--- src/pkg/ucbs_pkg.sv ---
// Purpose: constants for the serial port configuration, status and baud logic
// Assumes: 8-bit CPU data bus, byte-wide registers at absolute addresses
// Notes: all offsets, field positions and reset values live here
// Behaviour
// - Full duplex, one byte after start bit
// - Enable bits 7/6 select stop, rx, tx, both
// - Parity field: none, zero, odd, even
// - Length bit: 7 or 8 data bits
// - Stop bit: one or two transmitted stops
// - Receiver checks only one stop bit
// - Mask bit suppresses completion interrupt on error
// - Mode register bit/byte writable, resets 00H
// - Status register byte read only, resets 00H
// - Odd/even parity mismatch sets parity error flag
// - Missing stop bit sets framing error flag
// - Unread previous frame sets overrun flag
// - Overrun repeats until receive buffer read
// - Prescaler field selects clock over 2^(n+1)
// - Divider field divides by 16 plus k
// - Bit rate is clock/(2^(n+2)*(k+16))
// - Baud register byte write, resets 00H, bit7 zero
// - Status reads 04H, 02H, 01H per error
// - Status clears on buffer read or next frame
package ucbs_pkg;
    localparam logic [15:0] ADDR_MODE = 16'hFFA0;
    localparam logic [15:0] ADDR_STATUS = 16'hFFA1;
    localparam logic [15:0] ADDR_BAUD = 16'hFFA2;
    localparam logic [15:0] ADDR_RXBUF = 16'hFFA3;
    localparam logic [7:0] MODE_RESET = 8'h00;
    localparam logic [7:0] STATUS_RESET = 8'h00;
    localparam logic [7:0] BAUD_RESET = 8'h00;
    localparam logic [7:0] MODE_WMASK = 8'hFE;
    localparam logic [7:0] BAUD_WMASK = 8'h7F;
    localparam int MODE_TXE = 7;
    localparam int MODE_RXE = 6;
    localparam int MODE_PAR_HI = 5;
    localparam int MODE_PAR_LO = 4;
    localparam int MODE_CL = 3;
    localparam int MODE_SL = 2;
    localparam int MODE_ERRMASK = 1;
    localparam int STAT_PE = 2;
    localparam int STAT_FE = 1;
    localparam int STAT_OVE = 0;
    localparam int BAUD_PS_HI = 6;
    localparam int BAUD_PS_LO = 4;
    localparam int BAUD_DIV_HI = 3;
    localparam int BAUD_DIV_LO = 0;
    localparam logic [4:0] DIV_BASE = 5'h10;
    localparam logic [1:0] PAR_NONE = 2'h0;
    localparam logic [1:0] PAR_ZERO = 2'h1;
    localparam logic [1:0] PAR_ODD = 2'h2;
    localparam logic [1:0] PAR_EVEN = 2'h3;
    localparam int DATA_W = 8;
    localparam int TX_FIFO_DEPTH = 8;
    localparam int PRESC_W = 8;
endpackage

--- src/hdl/ucbs_fifo.sv ---
// Purpose: small synchronous FIFO in the transmit data path
// Assumes: one clock, asynchronous active-low reset
// Notes: ready and empty are registered
`timescale 1ns/1ps
`default_nettype none
module ucbs_fifo #(
    parameter int WIDTH = 8,
    parameter int DEPTH = 8
) (
    input wire logic core_clk,
    input wire logic resetn,
    input wire logic [WIDTH-1:0] in_data,
    input wire logic in_valid,
    output logic in_ready,
    output logic [WIDTH-1:0] out_data,
    output logic out_valid,
    input wire logic out_ready
);
    localparam int AW = $clog2(DEPTH);
    logic [WIDTH-1:0] mem [DEPTH];
    logic [AW-1:0] wr_ptr_q;
    logic [AW-1:0] rd_ptr_q;
    logic [AW:0] cnt_q;
    logic empty_q;
    logic push;
    logic pop;
    logic [AW:0] cnt_d;

    assign push = in_valid && in_ready;
    assign pop = out_ready && !empty_q;
    assign out_valid = !empty_q;
    assign out_data = mem[rd_ptr_q];

    always_comb begin
        cnt_d = cnt_q;
        if (push && !pop) begin
            cnt_d = cnt_q + 1'b1;
        end else if (pop && !push) begin
            cnt_d = cnt_q - 1'b1;
        end
    end

    always_ff @(posedge core_clk) begin
        if (push) begin
            mem[wr_ptr_q] <= in_data;
        end
    end

    // Pointers wrap by hand so DEPTH need not be a power of two
    always_ff @(posedge core_clk or negedge resetn) begin
        if (!resetn) begin
            wr_ptr_q <= '0;
            rd_ptr_q <= '0;
            cnt_q <= '0;
            in_ready <= 1'b1;
            empty_q <= 1'b1;
        end else begin
            if (push) begin
                wr_ptr_q <= (wr_ptr_q == AW'(DEPTH - 1)) ? '0 : wr_ptr_q + 1'b1;
            end
            if (pop) begin
                rd_ptr_q <= (rd_ptr_q == AW'(DEPTH - 1)) ? '0 : rd_ptr_q + 1'b1;
            end
            cnt_q <= cnt_d;
            in_ready <= (cnt_d != (AW+1)'(DEPTH));
            empty_q <= (cnt_d == '0);
        end
    end
endmodule
`default_nettype wire

--- src/hdl/ucbs_top.sv ---
// Purpose: serial port mode, error status, baud generator and framing
// Assumes: CPU bus strobes are one-cycle pulses synchronous to core_clk
// Notes: serial_in_pin is taken as already synchronous to core_clk
`timescale 1ns/1ps
`default_nettype none
module ucbs_top #(
    parameter int FIFO_DEPTH = ucbs_pkg::TX_FIFO_DEPTH
) (
    input wire logic core_clk,
    input wire logic resetn,
    input wire logic [15:0] cpu_addr,
    input wire logic [7:0] cpu_wdata,
    input wire logic cpu_wr,
    input wire logic cpu_bit_wr,
    input wire logic [2:0] cpu_bit_sel,
    input wire logic cpu_bit_val,
    input wire logic cpu_rd,
    output logic [7:0] cpu_rdata,
    input wire logic [7:0] tx_data,
    input wire logic tx_valid,
    output logic tx_ready,
    input wire logic serial_in_pin,
    output logic serial_out_pin,
    output logic serial_out_en,
    output logic serial_in_en,
    output logic tx_done,
    output logic rx_done,
    output logic rx_err
);
    typedef enum logic [4:0] {
        UCBS_IDLE = 5'b00001,
        UCBS_START = 5'b00010,
        UCBS_DATA = 5'b00100,
        UCBS_PAR = 5'b01000,
        UCBS_STOP = 5'b10000
    } ucbs_state_t;

    logic [7:0] mode_q;
    logic [7:0] status_q;
    logic [7:0] baud_q;
    logic [7:0] rx_buf_q;
    logic rx_full_q;
    logic [ucbs_pkg::PRESC_W-1:0] presc_q;
    logic fsck_tick;
    logic [4:0] div_lim;
    logic [1:0] par_mode;
    logic [2:0] last_bit;
    logic mode_wr;
    logic baud_wr;
    logic buf_rd;
    logic tx_en;
    logic rx_en;

    ucbs_state_t tx_state_q;
    logic [4:0] tx_cnt_q;
    logic tx_half_q;
    logic [7:0] tx_sh_q;
    logic [2:0] tx_idx_q;
    logic tx_par_q;
    logic tx_stop2_q;
    logic tx_bit_end;
    logic [7:0] fifo_data;
    logic fifo_valid;
    logic fifo_pop;
    ucbs_state_t rx_state_q;
    logic [4:0] rx_cnt_q;
    logic rx_half_q;
    logic [7:0] rx_sh_q;
    logic [2:0] rx_idx_q;
    logic rx_half_end;
    logic rx_bit_end;
    logic rx_frame_end;
    logic rx_pe;

    // Parity over valid character bits
    function automatic logic ucbs_parity(input logic [7:0] d, input logic cl8,
                                         input logic [1:0] pm);
        logic ones;
        ones = ^{d[7] & cl8, d[6:0]};
        case (pm)
            ucbs_pkg::PAR_ODD: ucbs_parity = ~ones;
            ucbs_pkg::PAR_EVEN: ucbs_parity = ones;
            default: ucbs_parity = 1'b0;
        endcase
    endfunction

    // Half bit ends at count 16+k-1 on a source tick
    function automatic logic ucbs_half_end(input logic [4:0] cnt, input logic [4:0] lim,
                                           input logic tick);
        ucbs_half_end = tick && (cnt == lim);
    endfunction

    assign tx_en = mode_q[ucbs_pkg::MODE_TXE];
    assign rx_en = mode_q[ucbs_pkg::MODE_RXE];
    assign par_mode = mode_q[ucbs_pkg::MODE_PAR_HI:ucbs_pkg::MODE_PAR_LO];
    assign last_bit = mode_q[ucbs_pkg::MODE_CL] ? 3'h7 : 3'h6;
    assign mode_wr = (cpu_wr || cpu_bit_wr) && cpu_addr == ucbs_pkg::ADDR_MODE;
    assign baud_wr = cpu_wr && cpu_addr == ucbs_pkg::ADDR_BAUD;
    assign buf_rd = cpu_rd && cpu_addr == ucbs_pkg::ADDR_RXBUF;

    // Register writes; bit writes only reach the mode register
    always_ff @(posedge core_clk or negedge resetn) begin
        if (!resetn) begin
            mode_q <= ucbs_pkg::MODE_RESET;
            baud_q <= ucbs_pkg::BAUD_RESET;
        end else begin
            if (mode_wr && cpu_wr) begin
                mode_q <= cpu_wdata & ucbs_pkg::MODE_WMASK;
            end else if (mode_wr) begin
                mode_q[cpu_bit_sel] <= cpu_bit_val & ucbs_pkg::MODE_WMASK[cpu_bit_sel];
            end
            if (baud_wr) begin
                baud_q <= cpu_wdata & ucbs_pkg::BAUD_WMASK;
            end
        end
    end

    // Read data one cycle after the strobe; unmapped reads give zero
    always_ff @(posedge core_clk or negedge resetn) begin
        if (!resetn) begin
            cpu_rdata <= 8'h00;
        end else if (cpu_rd) begin
            case (cpu_addr)
                ucbs_pkg::ADDR_MODE: cpu_rdata <= mode_q;
                ucbs_pkg::ADDR_STATUS: cpu_rdata <= status_q;
                ucbs_pkg::ADDR_BAUD: cpu_rdata <= baud_q;
                ucbs_pkg::ADDR_RXBUF: cpu_rdata <= rx_buf_q;
                default: cpu_rdata <= 8'h00;
            endcase
        end
    end

    // Prescaler: source tick every 2^n clocks, n = field + 1
    always_ff @(posedge core_clk or negedge resetn) begin
        if (!resetn) begin
            presc_q <= '0;
        end else begin
            presc_q <= presc_q + 1'b1;
        end
    end

    always_comb begin
        logic [8:0] mask;
        mask = (9'h002 << baud_q[ucbs_pkg::BAUD_PS_HI:ucbs_pkg::BAUD_PS_LO]) - 9'h001;
        fsck_tick = ({1'b0, presc_q} & mask) == mask;
    end

    // Two half periods of 16+k source ticks make one bit
    assign div_lim = ucbs_pkg::DIV_BASE
        + {1'b0, baud_q[ucbs_pkg::BAUD_DIV_HI:ucbs_pkg::BAUD_DIV_LO]} - 5'h01;
    assign tx_bit_end = ucbs_half_end(tx_cnt_q, div_lim, fsck_tick) && tx_half_q;
    assign rx_half_end = ucbs_half_end(rx_cnt_q, div_lim, fsck_tick);
    assign rx_bit_end = rx_half_end && rx_half_q;

    ucbs_fifo #(
        .WIDTH(ucbs_pkg::DATA_W),
        .DEPTH(FIFO_DEPTH)
    ) u_tx_fifo (
        .core_clk(core_clk),
        .resetn(resetn),
        .in_data(tx_data),
        .in_valid(tx_valid),
        .in_ready(tx_ready),
        .out_data(fifo_data),
        .out_valid(fifo_valid),
        .out_ready(fifo_pop)
    );

    assign fifo_pop = tx_en && fifo_valid && tx_state_q == UCBS_IDLE;

    // Transmit bit timer
    always_ff @(posedge core_clk or negedge resetn) begin
        if (!resetn) begin
            tx_cnt_q <= 5'h00;
            tx_half_q <= 1'b0;
        end else if (tx_state_q == UCBS_IDLE) begin
            tx_cnt_q <= 5'h00;
            tx_half_q <= 1'b0;
        end else if (fsck_tick) begin
            if (tx_cnt_q == div_lim) begin
                tx_cnt_q <= 5'h00;
                tx_half_q <= ~tx_half_q;
            end else begin
                tx_cnt_q <= tx_cnt_q + 5'h01;
            end
        end
    end

    // Transmit framing; runs alongside the receiver for full duplex
    always_ff @(posedge core_clk or negedge resetn) begin
        if (!resetn) begin
            tx_state_q <= UCBS_IDLE;
            tx_sh_q <= 8'h00;
            tx_idx_q <= 3'h0;
            tx_par_q <= 1'b0;
            tx_stop2_q <= 1'b0;
            serial_out_pin <= 1'b1;
            tx_done <= 1'b0;
        end else begin
            tx_done <= 1'b0;
            case (tx_state_q)
                UCBS_IDLE: begin
                    serial_out_pin <= 1'b1;
                    if (fifo_pop) begin
                        tx_sh_q <= fifo_data;
                        tx_par_q <= ucbs_parity(fifo_data, mode_q[ucbs_pkg::MODE_CL],
                                                par_mode);
                        tx_idx_q <= 3'h0;
                        tx_stop2_q <= mode_q[ucbs_pkg::MODE_SL];
                        serial_out_pin <= 1'b0;
                        tx_state_q <= UCBS_START;
                    end
                end
                UCBS_START: begin
                    if (tx_bit_end) begin
                        serial_out_pin <= tx_sh_q[0];
                        tx_state_q <= UCBS_DATA;
                    end
                end
                UCBS_DATA: begin
                    if (tx_bit_end) begin
                        tx_sh_q <= {1'b0, tx_sh_q[7:1]};
                        tx_idx_q <= tx_idx_q + 3'h1;
                        if (tx_idx_q != last_bit) begin
                            serial_out_pin <= tx_sh_q[1];
                        end else if (par_mode != ucbs_pkg::PAR_NONE) begin
                            serial_out_pin <= tx_par_q;
                            tx_state_q <= UCBS_PAR;
                        end else begin
                            serial_out_pin <= 1'b1;
                            tx_state_q <= UCBS_STOP;
                        end
                    end
                end
                UCBS_PAR: begin
                    if (tx_bit_end) begin
                        serial_out_pin <= 1'b1;
                        tx_state_q <= UCBS_STOP;
                    end
                end
                UCBS_STOP: begin
                    if (tx_bit_end) begin
                        if (tx_stop2_q) begin
                            tx_stop2_q <= 1'b0;
                        end else begin
                            tx_done <= 1'b1;
                            tx_state_q <= UCBS_IDLE;
                        end
                    end
                end
                default: tx_state_q <= UCBS_IDLE;
            endcase
        end
    end

    // Receive timer restarts at the start edge and start check
    always_ff @(posedge core_clk or negedge resetn) begin
        if (!resetn) begin
            rx_cnt_q <= 5'h00;
            rx_half_q <= 1'b0;
        end else if (rx_state_q == UCBS_IDLE || (rx_state_q == UCBS_START && rx_half_end)) begin
            rx_cnt_q <= 5'h00;
            rx_half_q <= 1'b0;
        end else if (fsck_tick) begin
            if (rx_cnt_q == div_lim) begin
                rx_cnt_q <= 5'h00;
                rx_half_q <= ~rx_half_q;
            end else begin
                rx_cnt_q <= rx_cnt_q + 5'h01;
            end
        end
    end

    // Only one stop bit is examined, whatever the transmit stop length
    assign rx_frame_end = rx_state_q == UCBS_STOP && rx_bit_end && rx_en;

    // Receive framing; dropping the enable abandons the frame
    always_ff @(posedge core_clk or negedge resetn) begin
        if (!resetn) begin
            rx_state_q <= UCBS_IDLE;
            rx_sh_q <= 8'h00;
            rx_idx_q <= 3'h0;
            rx_pe <= 1'b0;
        end else if (!rx_en) begin
            rx_state_q <= UCBS_IDLE;
        end else begin
            case (rx_state_q)
                UCBS_IDLE: begin
                    if (!serial_in_pin) begin
                        rx_state_q <= UCBS_START;
                    end
                end
                UCBS_START: begin
                    if (rx_half_end) begin
                        rx_sh_q <= 8'h00;
                        rx_idx_q <= 3'h0;
                        rx_pe <= 1'b0;
                        rx_state_q <= serial_in_pin ? UCBS_IDLE : UCBS_DATA;
                    end
                end
                UCBS_DATA: begin
                    if (rx_bit_end) begin
                        rx_sh_q[rx_idx_q] <= serial_in_pin;
                        rx_idx_q <= rx_idx_q + 3'h1;
                        if (rx_idx_q == last_bit) begin
                            rx_state_q <= (par_mode == ucbs_pkg::PAR_NONE) ? UCBS_STOP
                                                                            : UCBS_PAR;
                        end
                    end
                end
                UCBS_PAR: begin
                    if (rx_bit_end) begin
                        // Zero parity is never checked
                        rx_pe <= par_mode[1] && (serial_in_pin != ucbs_parity(rx_sh_q,
                                 mode_q[ucbs_pkg::MODE_CL], par_mode));
                        rx_state_q <= UCBS_STOP;
                    end
                end
                UCBS_STOP: begin
                    if (rx_bit_end) begin
                        rx_state_q <= UCBS_IDLE;
                    end
                end
                default: rx_state_q <= UCBS_IDLE;
            endcase
        end
    end

    // Frame completion beats a same-cycle buffer read so no event is lost
    always_ff @(posedge core_clk or negedge resetn) begin
        if (!resetn) begin
            status_q <= ucbs_pkg::STATUS_RESET;
            rx_buf_q <= 8'h00;
            rx_full_q <= 1'b0;
            rx_done <= 1'b0;
            rx_err <= 1'b0;
        end else begin
            rx_done <= 1'b0;
            rx_err <= 1'b0;
            if (rx_frame_end) begin
                logic pe;
                logic fe;
                logic ove;
                pe = rx_pe;
                fe = !serial_in_pin;
                ove = rx_full_q && !buf_rd;
                status_q <= 8'h00;
                status_q[ucbs_pkg::STAT_PE] <= pe;
                status_q[ucbs_pkg::STAT_FE] <= fe;
                status_q[ucbs_pkg::STAT_OVE] <= ove;
                rx_buf_q <= rx_sh_q;
                rx_full_q <= 1'b1;
                rx_err <= pe || fe || ove;
                rx_done <= !((pe || fe || ove) && mode_q[ucbs_pkg::MODE_ERRMASK]);
            end else if (buf_rd) begin
                status_q <= 8'h00;
                rx_full_q <= 1'b0;
            end
        end
    end

    // Pin function flags follow the enables one cycle later
    always_ff @(posedge core_clk or negedge resetn) begin
        if (!resetn) begin
            serial_out_en <= 1'b0;
            serial_in_en <= 1'b0;
        end else begin
            serial_out_en <= tx_en;
            serial_in_en <= rx_en;
        end
    end
endmodule
`default_nettype wire

--- config.mk ---
export PLATFORM = sky130hd
export DESIGN_NAME = ucbs_top
export DESIGN_NICKNAME = d
export VERILOG_FILES = /design/src/pkg/ucbs_pkg.sv /design/src/hdl/ucbs_fifo.sv /design/src/hdl/ucbs_top.sv
export SDC_FILE = /design/constraint.sdc
export NUM_CORES = 1
export LEC_CHECK = 0
export ABC_CLOCK_PERIOD_IN_PS = 3700
export BUFFER_PORTS_ARGS = -buffer_cell sky130_fd_sc_hd__buf_4
export CORE_MARGIN = 8
export CORE_UTILIZATION = 55
export DETAILED_ROUTE_END_ITERATION = 6
export PLACE_DENSITY = 0.79
export SLEW_MARGIN = 20
export SYNTH_ARGS = -nofsm -noshare
export SYNTH_HDL_FRONTEND = slang
export SYNTH_SLANG_ARGS = --single-unit
--- constraint.sdc ---
create_clock -name core_clk -period 3.7 [get_ports core_clk]
set_clock_uncertainty 0.05 [all_clocks]
set_input_delay 0.185 -clock core_clk [delete_from_list [all_inputs] [get_ports core_clk]]
set_output_delay 0.185 -clock core_clk [all_outputs]
set_load 0.02 [all_outputs]
Word level (Yosys, flattened, before mapping)
Memories as Yosys holds them, arrays and structs flattened.
Index checks and enable logic that the tools add are counted.
{"block": "classes", "n_addsub": 12, "order_cmp": 4, "eq_ne": 41, "shift": 1, "muxes": 87, "bitwise": 8, "n_reduce_logical": 58}
{"cell": "2-to-1 mux 5 bit", "count": 22}
{"cell": "equality test 16 bit, second input constant", "count": 4}
{"cell": "2-to-1 mux 8 bit", "count": 8}
{"cell": "case mux 5 bit (5 select lines)", "count": 2}
{"cell": "2-to-1 mux 1 bit", "count": 32}
{"cell": "case mux 8 bit (2 select lines)", "count": 2}
{"cell": "case mux 8 bit (4 select lines)", "count": 1}
{"cell": "logical AND 1 bit", "count": 22}
{"cell": "nonzero test 2 bit", "count": 11}
{"cell": "2-to-1 mux 3 bit", "count": 7}
{"cell": "!= test 2 bit, second input constant", "count": 9}
{"cell": "!= test 3 bit, second input constant", "count": 6}
{"cell": "bitwise mux 8 bit", "count": 2}
{"cell": "parity 8 bit", "count": 2}
{"cell": "adder 3 x 1 -> 3 bit, second input constant", "count": 4}
{"cell": "case mux 3 bit (2 select lines)", "count": 2}
{"cell": "AND reduction 4 bit", "count": 3}
{"cell": "adder 5 x 1 -> 5 bit, second input constant", "count": 2}
{"cell": "equality test 5 x 1 -> 1 bit, second input constant", "count": 2}
{"cell": "equality test 5 x 2 -> 1 bit, second input constant", "count": 2}
{"cell": "equality test 5 x 3 -> 1 bit, second input constant", "count": 2}
{"cell": "equality test 5 x 4 -> 1 bit, second input constant", "count": 2}
{"cell": "equality test 5 bit", "count": 2}
{"cell": "equality test 5 bit, second input constant", "count": 2}
{"cell": "other kinds (33)", "count": 58}
{"block": "totals", "reg_bits": 113, "mem_bits_rw": 64, "mem_bits_ro": 8, "input_bits": 43, "output_inout_bits": 15, "wordCells": 244, "n_memories": 2}
{"name": "u_tx_fifo.mem", "words": 8, "width": 8, "rd": 1, "rd_ports_with_merged_regs": 0, "write_ports": 1, "line_no": "ucbs_fifo.sv:20", "source": "logic [WIDTH-1:0] mem [DEPTH];"}
{"name": "(no name shown)", "words": 8, "width": 1, "rd": 1, "rd_ports_with_merged_regs": 0, "write_ports": 0, "line_no": "ucbs_top.sv:110", "source": "mode_q[cpu_bit_sel] <= cpu_bit_val & ucbs_pkg::MODE_WMASK[cpu_bit_sel];"}

Depth between registers and ports, before layout
{"block": "depth", "word_depth": 13, "mapped_depth": 12, "mapped_depth_nobuf": 10}

Modules after synthesis
Synthesis repeated with hierarchy kept, for this count alone.
{"block": "hier_totals", "cells_unflattened": 734, "area_unflattened_um2": 8652.0}
{"module": "ucbs_top", "n_inst": 1, "cells_each": 556, "area_each_um2": 5445.2, "seq_area_each_um2": 2406.1}
{"module": "ucbs_fifo", "n_inst": 1, "cells_each": 178, "area_each_um2": 3206.8, "seq_area_each_um2": 2224.6}

Worst setup path before layout
Ideal clock, no wire load.
{"block": "synth_timing", "path_kind": "register to register", "startpoint": "register baud_q[4]", "endpoint": "register status_q[1]", "setup_ns": 0.120, "arrival_time_ns": 2.541, "required_ns": 3.530, "setup_slack_ns": 0.989, "stages_incl_launch_ff": 12, "n_path_buf": 2, "synth_period_minus_slack_ns": 2.711, "path_cell_list": "dfrtp_1 > clkbuf_1 > nor3_1 > inv_1 > ha_1 > a21boi_0 > o21ai_0 > a32oi_2 > nor4_2 > buf_4 > nand4_1 > a31o_2"}
{"block": "synth_between", "elab_chain_len": 9, "word_cells_on_any_way": 10, "classes_between": "add/sub (1); eq/ne (1); shift (1); mux (1); bitwise (1); reduce/logical (5)"}
{"item": "from (decl)", "line_no": "ucbs_top.sv:40", "source": "logic [7:0] baud_q;"}
{"item": "from (signal assigned)", "line_no": "ucbs_top.sv:105", "source": "baud_q <= ucbs_pkg::BAUD_RESET;"}
{"item": "from (signal assigned)", "line_no": "ucbs_top.sv:113", "source": "baud_q <= cpu_wdata & ucbs_pkg::BAUD_WMASK;"}
{"item": "<< shifter 2 x 3 -> 9 bit (*)", "line_no": "ucbs_top.sv:144", "source": "mask = (9'h002 << baud_q[ucbs_pkg::BAUD_PS_HI:ucbs_pkg::BAUD_PS_LO]) - 9'h001;"}
{"item": "subtractor 9 x 1 -> 9 bit (*)", "line_no": "ucbs_top.sv:144"}
{"item": "AND 8 x 9 -> 9 bit", "line_no": "ucbs_top.sv:145", "source": "fsck_tick = ({1'b0, presc_q} & mask) == mask;"}
{"item": "equality test 9 bit (*)", "line_no": "ucbs_top.sv:145"}
{"item": "logical AND 1 bit (*)", "line_no": "ucbs_top.sv:90", "source": "ucbs_half_end = tick && (cnt == lim);"}
{"item": "logical AND 1 bit (*)", "line_no": "ucbs_top.sv:153", "source": "assign rx_bit_end = rx_half_end && rx_half_q;"}
{"item": "logical AND 1 bit (*) (2 in a row)", "line_no": "ucbs_top.sv:275", "source": "assign rx_frame_end = rx_state_q == UCBS_STOP && rx_bit_end && rx_en;"}
{"item": "2-to-1 mux 8 bit / nonzero test 2 bit (equally long branches)"}
{"item": "to (signal assigned)", "line_no": "ucbs_top.sv:332", "source": "status_q <= ucbs_pkg::STATUS_RESET;"}
{"item": "to (signal, indexed assignment)", "line_no": "ucbs_top.sv:348", "source": "status_q[ucbs_pkg::STAT_PE] <= pe;"}
{"item": "to (signal, indexed assignment)", "line_no": "ucbs_top.sv:350", "source": "status_q[ucbs_pkg::STAT_OVE] <= ove;"}
{"item": "to (decl)", "line_no": "ucbs_top.sv:39", "source": "logic [7:0] status_q;"}
Mark *: on every way between the ends. The rest lies on a longest branch, timed or not.
A chain may end at the register's enable or synchronous reset.

Final worst setup path
{"block": "layout_timing", "startpoint": "register baud_q[5]", "endpoint": "register rx_sh_q[6]"}
{"block": "layout_between", "elab_chain_len": 8, "word_cells_on_any_way": 9, "classes_between": "add/sub (1); eq/ne (3); shift (1); bitwise (1); reduce/logical (3)"}
{"item": "<< shifter 2 x 3 -> 9 bit (*)", "line_no": "ucbs_top.sv:144"}
{"item": "subtractor 9 x 1 -> 9 bit (*)", "line_no": "ucbs_top.sv:144"}
{"item": "AND 8 x 9 -> 9 bit", "line_no": "ucbs_top.sv:145"}
{"item": "equality test 9 bit (*)", "line_no": "ucbs_top.sv:145"}
{"item": "logical AND 1 bit (*)", "line_no": "ucbs_top.sv:90"}
{"item": "logical AND 1 bit", "line_no": "ucbs_top.sv:153"}
{"item": "!= test 2 bit (no source line)"}
{"item": "AND reduction 4 bit (no source line) (*)"}
{"item": "to (signal, indexed assignment)", "line_no": "ucbs_top.sv:303", "source": "rx_sh_q[rx_idx_q] <= serial_in_pin;"}
{"item": "to (decl)", "line_no": "ucbs_top.sv:68", "source": "logic [7:0] rx_sh_q;"}
Marks and branches as above.

==> impl_metrics.env <==
export IMPL_status="complete, no violations"
export IMPL_core_region_area_um2=15660
export IMPL_fillers=1158
export IMPL_r2r_cells=10
export IMPL_finalWirelength_um=18990
export IMPL_preCtsSetupSlack_ps=661.9
export IMPL_synth_xor_area_share_pct=4.234
export IMPL_holdBufCountCts=22
export IMPL_cp_cell_sequence="nor3_1, inv_1, ha_1, a21boi_0, o21ai_0, a32oi_2, nor4_2, buf_4, nand4_1, o31ai_1"
export IMPL_place_area_um2=9306
export IMPL_antenna_found_initial=0
export IMPL_cap_violations=0
export IMPL_max_slew_margin_pct=39.76
export IMPL_worstPathMaxFanout=12
export IMPL_synth_adder_area_share_pct=1.872
export IMPL_cp_startpoint="baud_q[5]$_DFFE_PN0P_"
export IMPL_max_stage_delay_ps=450
export IMPL_hp_class="in2reg"
export IMPL_yosysSeqAreaShare_pct=53.30
export IMPL_gp_congestion=0.8742
export IMPL_cp_required_ps=3990
export IMPL_timing_rr_start="baud_q[5]$_DFFE_PN0P_"
export IMPL_die_area_um2=20070
export IMPL_end_kind="flop"
export IMPL_tightest_slew_ps=900.3
export IMPL_crit_family="compound AO/OA/AOI/OAI gates"
export IMPL_syn_area_um2=8688
export IMPL_p_total_mw=5.886
export IMPL_drc=0
export IMPL_ys_flop_type="dfrtp_1"
export IMPL_powerDensity_nw_per_um2=583.3
export IMPL_critPathBufInv=2
export IMPL_rsz0062_at_grt="no"
export IMPL_grt_pass1_vias=6203
export IMPL_yosys_cell_types_count=68
export IMPL_post_route_period_util_pct=82.71
export IMPL_crit_slowest_cell="dfrtp_1"
export IMPL_fp_row_count=46
export IMPL_ir_worst_vdd_uv=467.3
export IMPL_finalSetupViolCount=0
export IMPL_syn_inst=752
export IMPL_die_h_um=141.7
export IMPL_drive_gt1_share_pct=18.73
export IMPL_io_buffers=57
export IMPL_area_delta_synth_final_pct=16.14
export IMPL_start_util_pct=55.50
export IMPL_synth_top_family_by_area="simple AND/OR/NAND/NOR gates"
export IMPL_period_minus_slack_ps=3060
export IMPL_avgSynthCellArea_um2=11.55
export IMPL_slew_violations=0
export IMPL_cts_tree="built"
export IMPL_cts_made_buffers=17
export IMPL_syn_nets=808
export IMPL_hold_viol=0
export IMPL_ioPinCount=58
export IMPL_fin_tns_setup_ps=0
export IMPL_avgRoutedWirePerCell_um=18.11
export IMPL_synth_seq_cells=172
export IMPL_diodes=0
export IMPL_clk_latency_ps=430
export IMPL_critical_path_arrival_ps=3350
export IMPL_ff2ff_setup_slack_ps=640
export IMPL_grt_max_degree=64
export IMPL_h_tree_depth=4
export IMPL_nNetsFinal=876
export IMPL_grt_remaining_overflow=0
export IMPL_async_reset_ff_share_pct=62.79
export IMPL_grt_usage_pct=19.88
export IMPL_postLayoutCellArea_um2=10090
export IMPL_final_antenna_net_count=0
export IMPL_synthSimpleGateAreaFrac_pct=14.57
export IMPL_drt_vias_per_instance=5.863
export IMPL_crit_end="rx_sh_q[6]$_DFFE_PN0P_"
export IMPL_die_w_um=141.7
export IMPL_grt_pass1_wl_um=31240
export IMPL_startpoint_type="flop"
export IMPL_cts_root_buf="clkbuf_16"
export IMPL_fin_hold_ws_ps=86.45
export IMPL_drt_pass1_iterations=5
export IMPL_cp_num_cells=10
export IMPL_cts_resized=0
export IMPL_synth_compound_area_share_pct=10.90
export IMPL_path_clk_slew_ps=70
export IMPL_post_cts_buffers=0
export IMPL_leakagePower_nw=4.111
export IMPL_dr_total_vias=6150
export IMPL_timing_final_ws_setup_ps=639.7
export IMPL_synth_edff_count=64
export IMPL_synth_mux_area_share_pct=11.91
export IMPL_r2r_end="rx_sh_q[6]$_DFFE_PN0P_"
export IMPL_hpwl_um=13470
export IMPL_critPathKind="reg2reg"
export IMPL_cts_buffer_depth=2
export IMPL_drtIter0Drc=513
export IMPL_cts_sinks=172
export IMPL_fmax_mhz=326.8
export IMPL_synth_warnings=0
area by class of cell:
type                            instances  area [µm²]  share of cell area [%]
Sequential cell                       172        4631                   45.89
Tap cell                              216       270.3                   2.678
Multi-Input combinational cell        513        3790                   37.56
Timing Repair Buffer                   92       745.7                   7.390
Inverter                               24       90.09                  0.8927
Clock buffer                           19       432.9                   4.290
Clock inverter                         13       131.4                   1.302
sequential cells by signal (all words and copies together) (netlist names), 3 cells and up:
signal / flops
u_tx_fifo.mem: 64
cpu_rdata: 8
mode_q: 8
presc_q: 8
rx_buf_q: 8
rx_sh_q: 8
tx_sh_q: 8
baud_q: 7
rx_cnt_q: 5
rx_state_q: 5
tx_cnt_q: 5
tx_state_q: 5
u_tx_fifo.cnt_q: 4
rx_idx_q: 3
status_q: 3
tx_idx_q: 3
u_tx_fifo.rd_ptr_q: 3
u_tx_fifo.wr_ptr_q: 3
worst reg2reg max path: cells and delay by family, from the launching register on:
kind | cells | cell delay [ps]
buf+inv | 2 | 310
flops | 1 | 450
fa+ha+maj | 1 | 280
compound gates | 4 | 1040
simple gates | 3 | 850
per-stage QoR:
step	cells	util, %
finish	1049	64.46
detailed placement	995	59.45
CTS	1049	64.46
global placement	995	59.45
global route	1049	64.46
floorplan	752	-
synthesized netlist by cell type (all sizes together) (4+ instances only):
master,instances,share of area (%)
dfrtp,103,30
edfxtp,64,22
o21ai,63,3.8
nand2,60,2.6
nand3,44,2.5
nor2,42,1.8
clkbuf,31,1.3
xnor2,30,3.0
mux2,26,3.5
mux2i,26,3.1
inv,24,1.0
a21oi,20,1.2
mux4,19,5.2
nor3,16,0.98
nor2b,15,1.1
ha,13,1.9
and3,12,0.86
buf,12,0.84
xor2,12,1.2
a22oi,11,0.95
nand2b,11,0.79
nand4,10,0.79
nand3b,9,0.78
nor4,7,0.75
o2bb2ai,7,0.71
o211ai,6,0.52
a31oi,5,0.36
dfstp,5,1.5
a21o,4,0.35
and2,4,0.29
and4,4,0.40
nor3b,4,0.35
o31ai,4,0.40
cell families after synthesis:
logic type               after synthesis
adder cells (fa/ha/maj)               13
multiplexers                          71
AO/OA/AOI/OAI                        143
XOR/XNOR                              42
flip-flops                           172
AND/OR/NAND/NOR                      244
buffers and inverters                 67
routing by layer:
layer	share of wire, %	vias to the layer above	GRT usage (%)
met3	5.4	40	4.738
li1	-	2898	-
met4	2.9	0	9.497
met5	0	-	0
met1	41	2999	22.56
met2	51	213	34.72
worst min-delay path by stage:
stage	start	endpoint	slack, ps	cells after the start
floorplan	resetn	baud_q[0]$_DFFE_PN0P_	-160	0
global placement	resetn	tx_cnt_q[4]$_DFFE_PN0P_	270	1
detailed placement	resetn	tx_cnt_q[4]$_DFFE_PN0P_	280	1
CTS	cpu_bit_val	mode_q[6]$_DFFE_PN0P_	80	3
global route	cpu_bit_val	mode_q[6]$_DFFE_PN0P_	90	3
finish	cpu_bit_val	mode_q[6]$_DFFE_PN0P_	90	3
power by group:
| group | total (mW) | internal [mW] | switching (mW) |
|---|---|---|---|
| Clock | 1.70 | 0.941 | 0.760 |
| Combinational | 1.65 | 0.812 | 0.834 |
| Sequential | 2.54 | 2.27 | 0.266 |
| Total | 5.89 | 4.03 | 1.86 |
placed cells by master, fill, tap and decap left out, types with 6 or more instances in the layout:
cell and n:
edfxtp_1 64, dlygate4sd3_1 22, a22oi_1 11, nand3_1 44
mux2i_1 25, nor2_1 42, mux4_1 7, o2bb2ai_1 7
xor2_1 12, nand2_1 60, nand2b_1 11, nor3_1 15
o211ai_1 6, nand3b_1 9, mux2_2 20, o21ai_0 59
xnor2_1 30, and3_1 12, dfrtp_1 103, buf_4 70
nor2b_1 15, mux4_2 12, a21oi_1 20, clkbuf_16 17
nand4_1 9, ha_1 13, inv_1 24
Note: power is estimated with default switching activity, not from simulation.
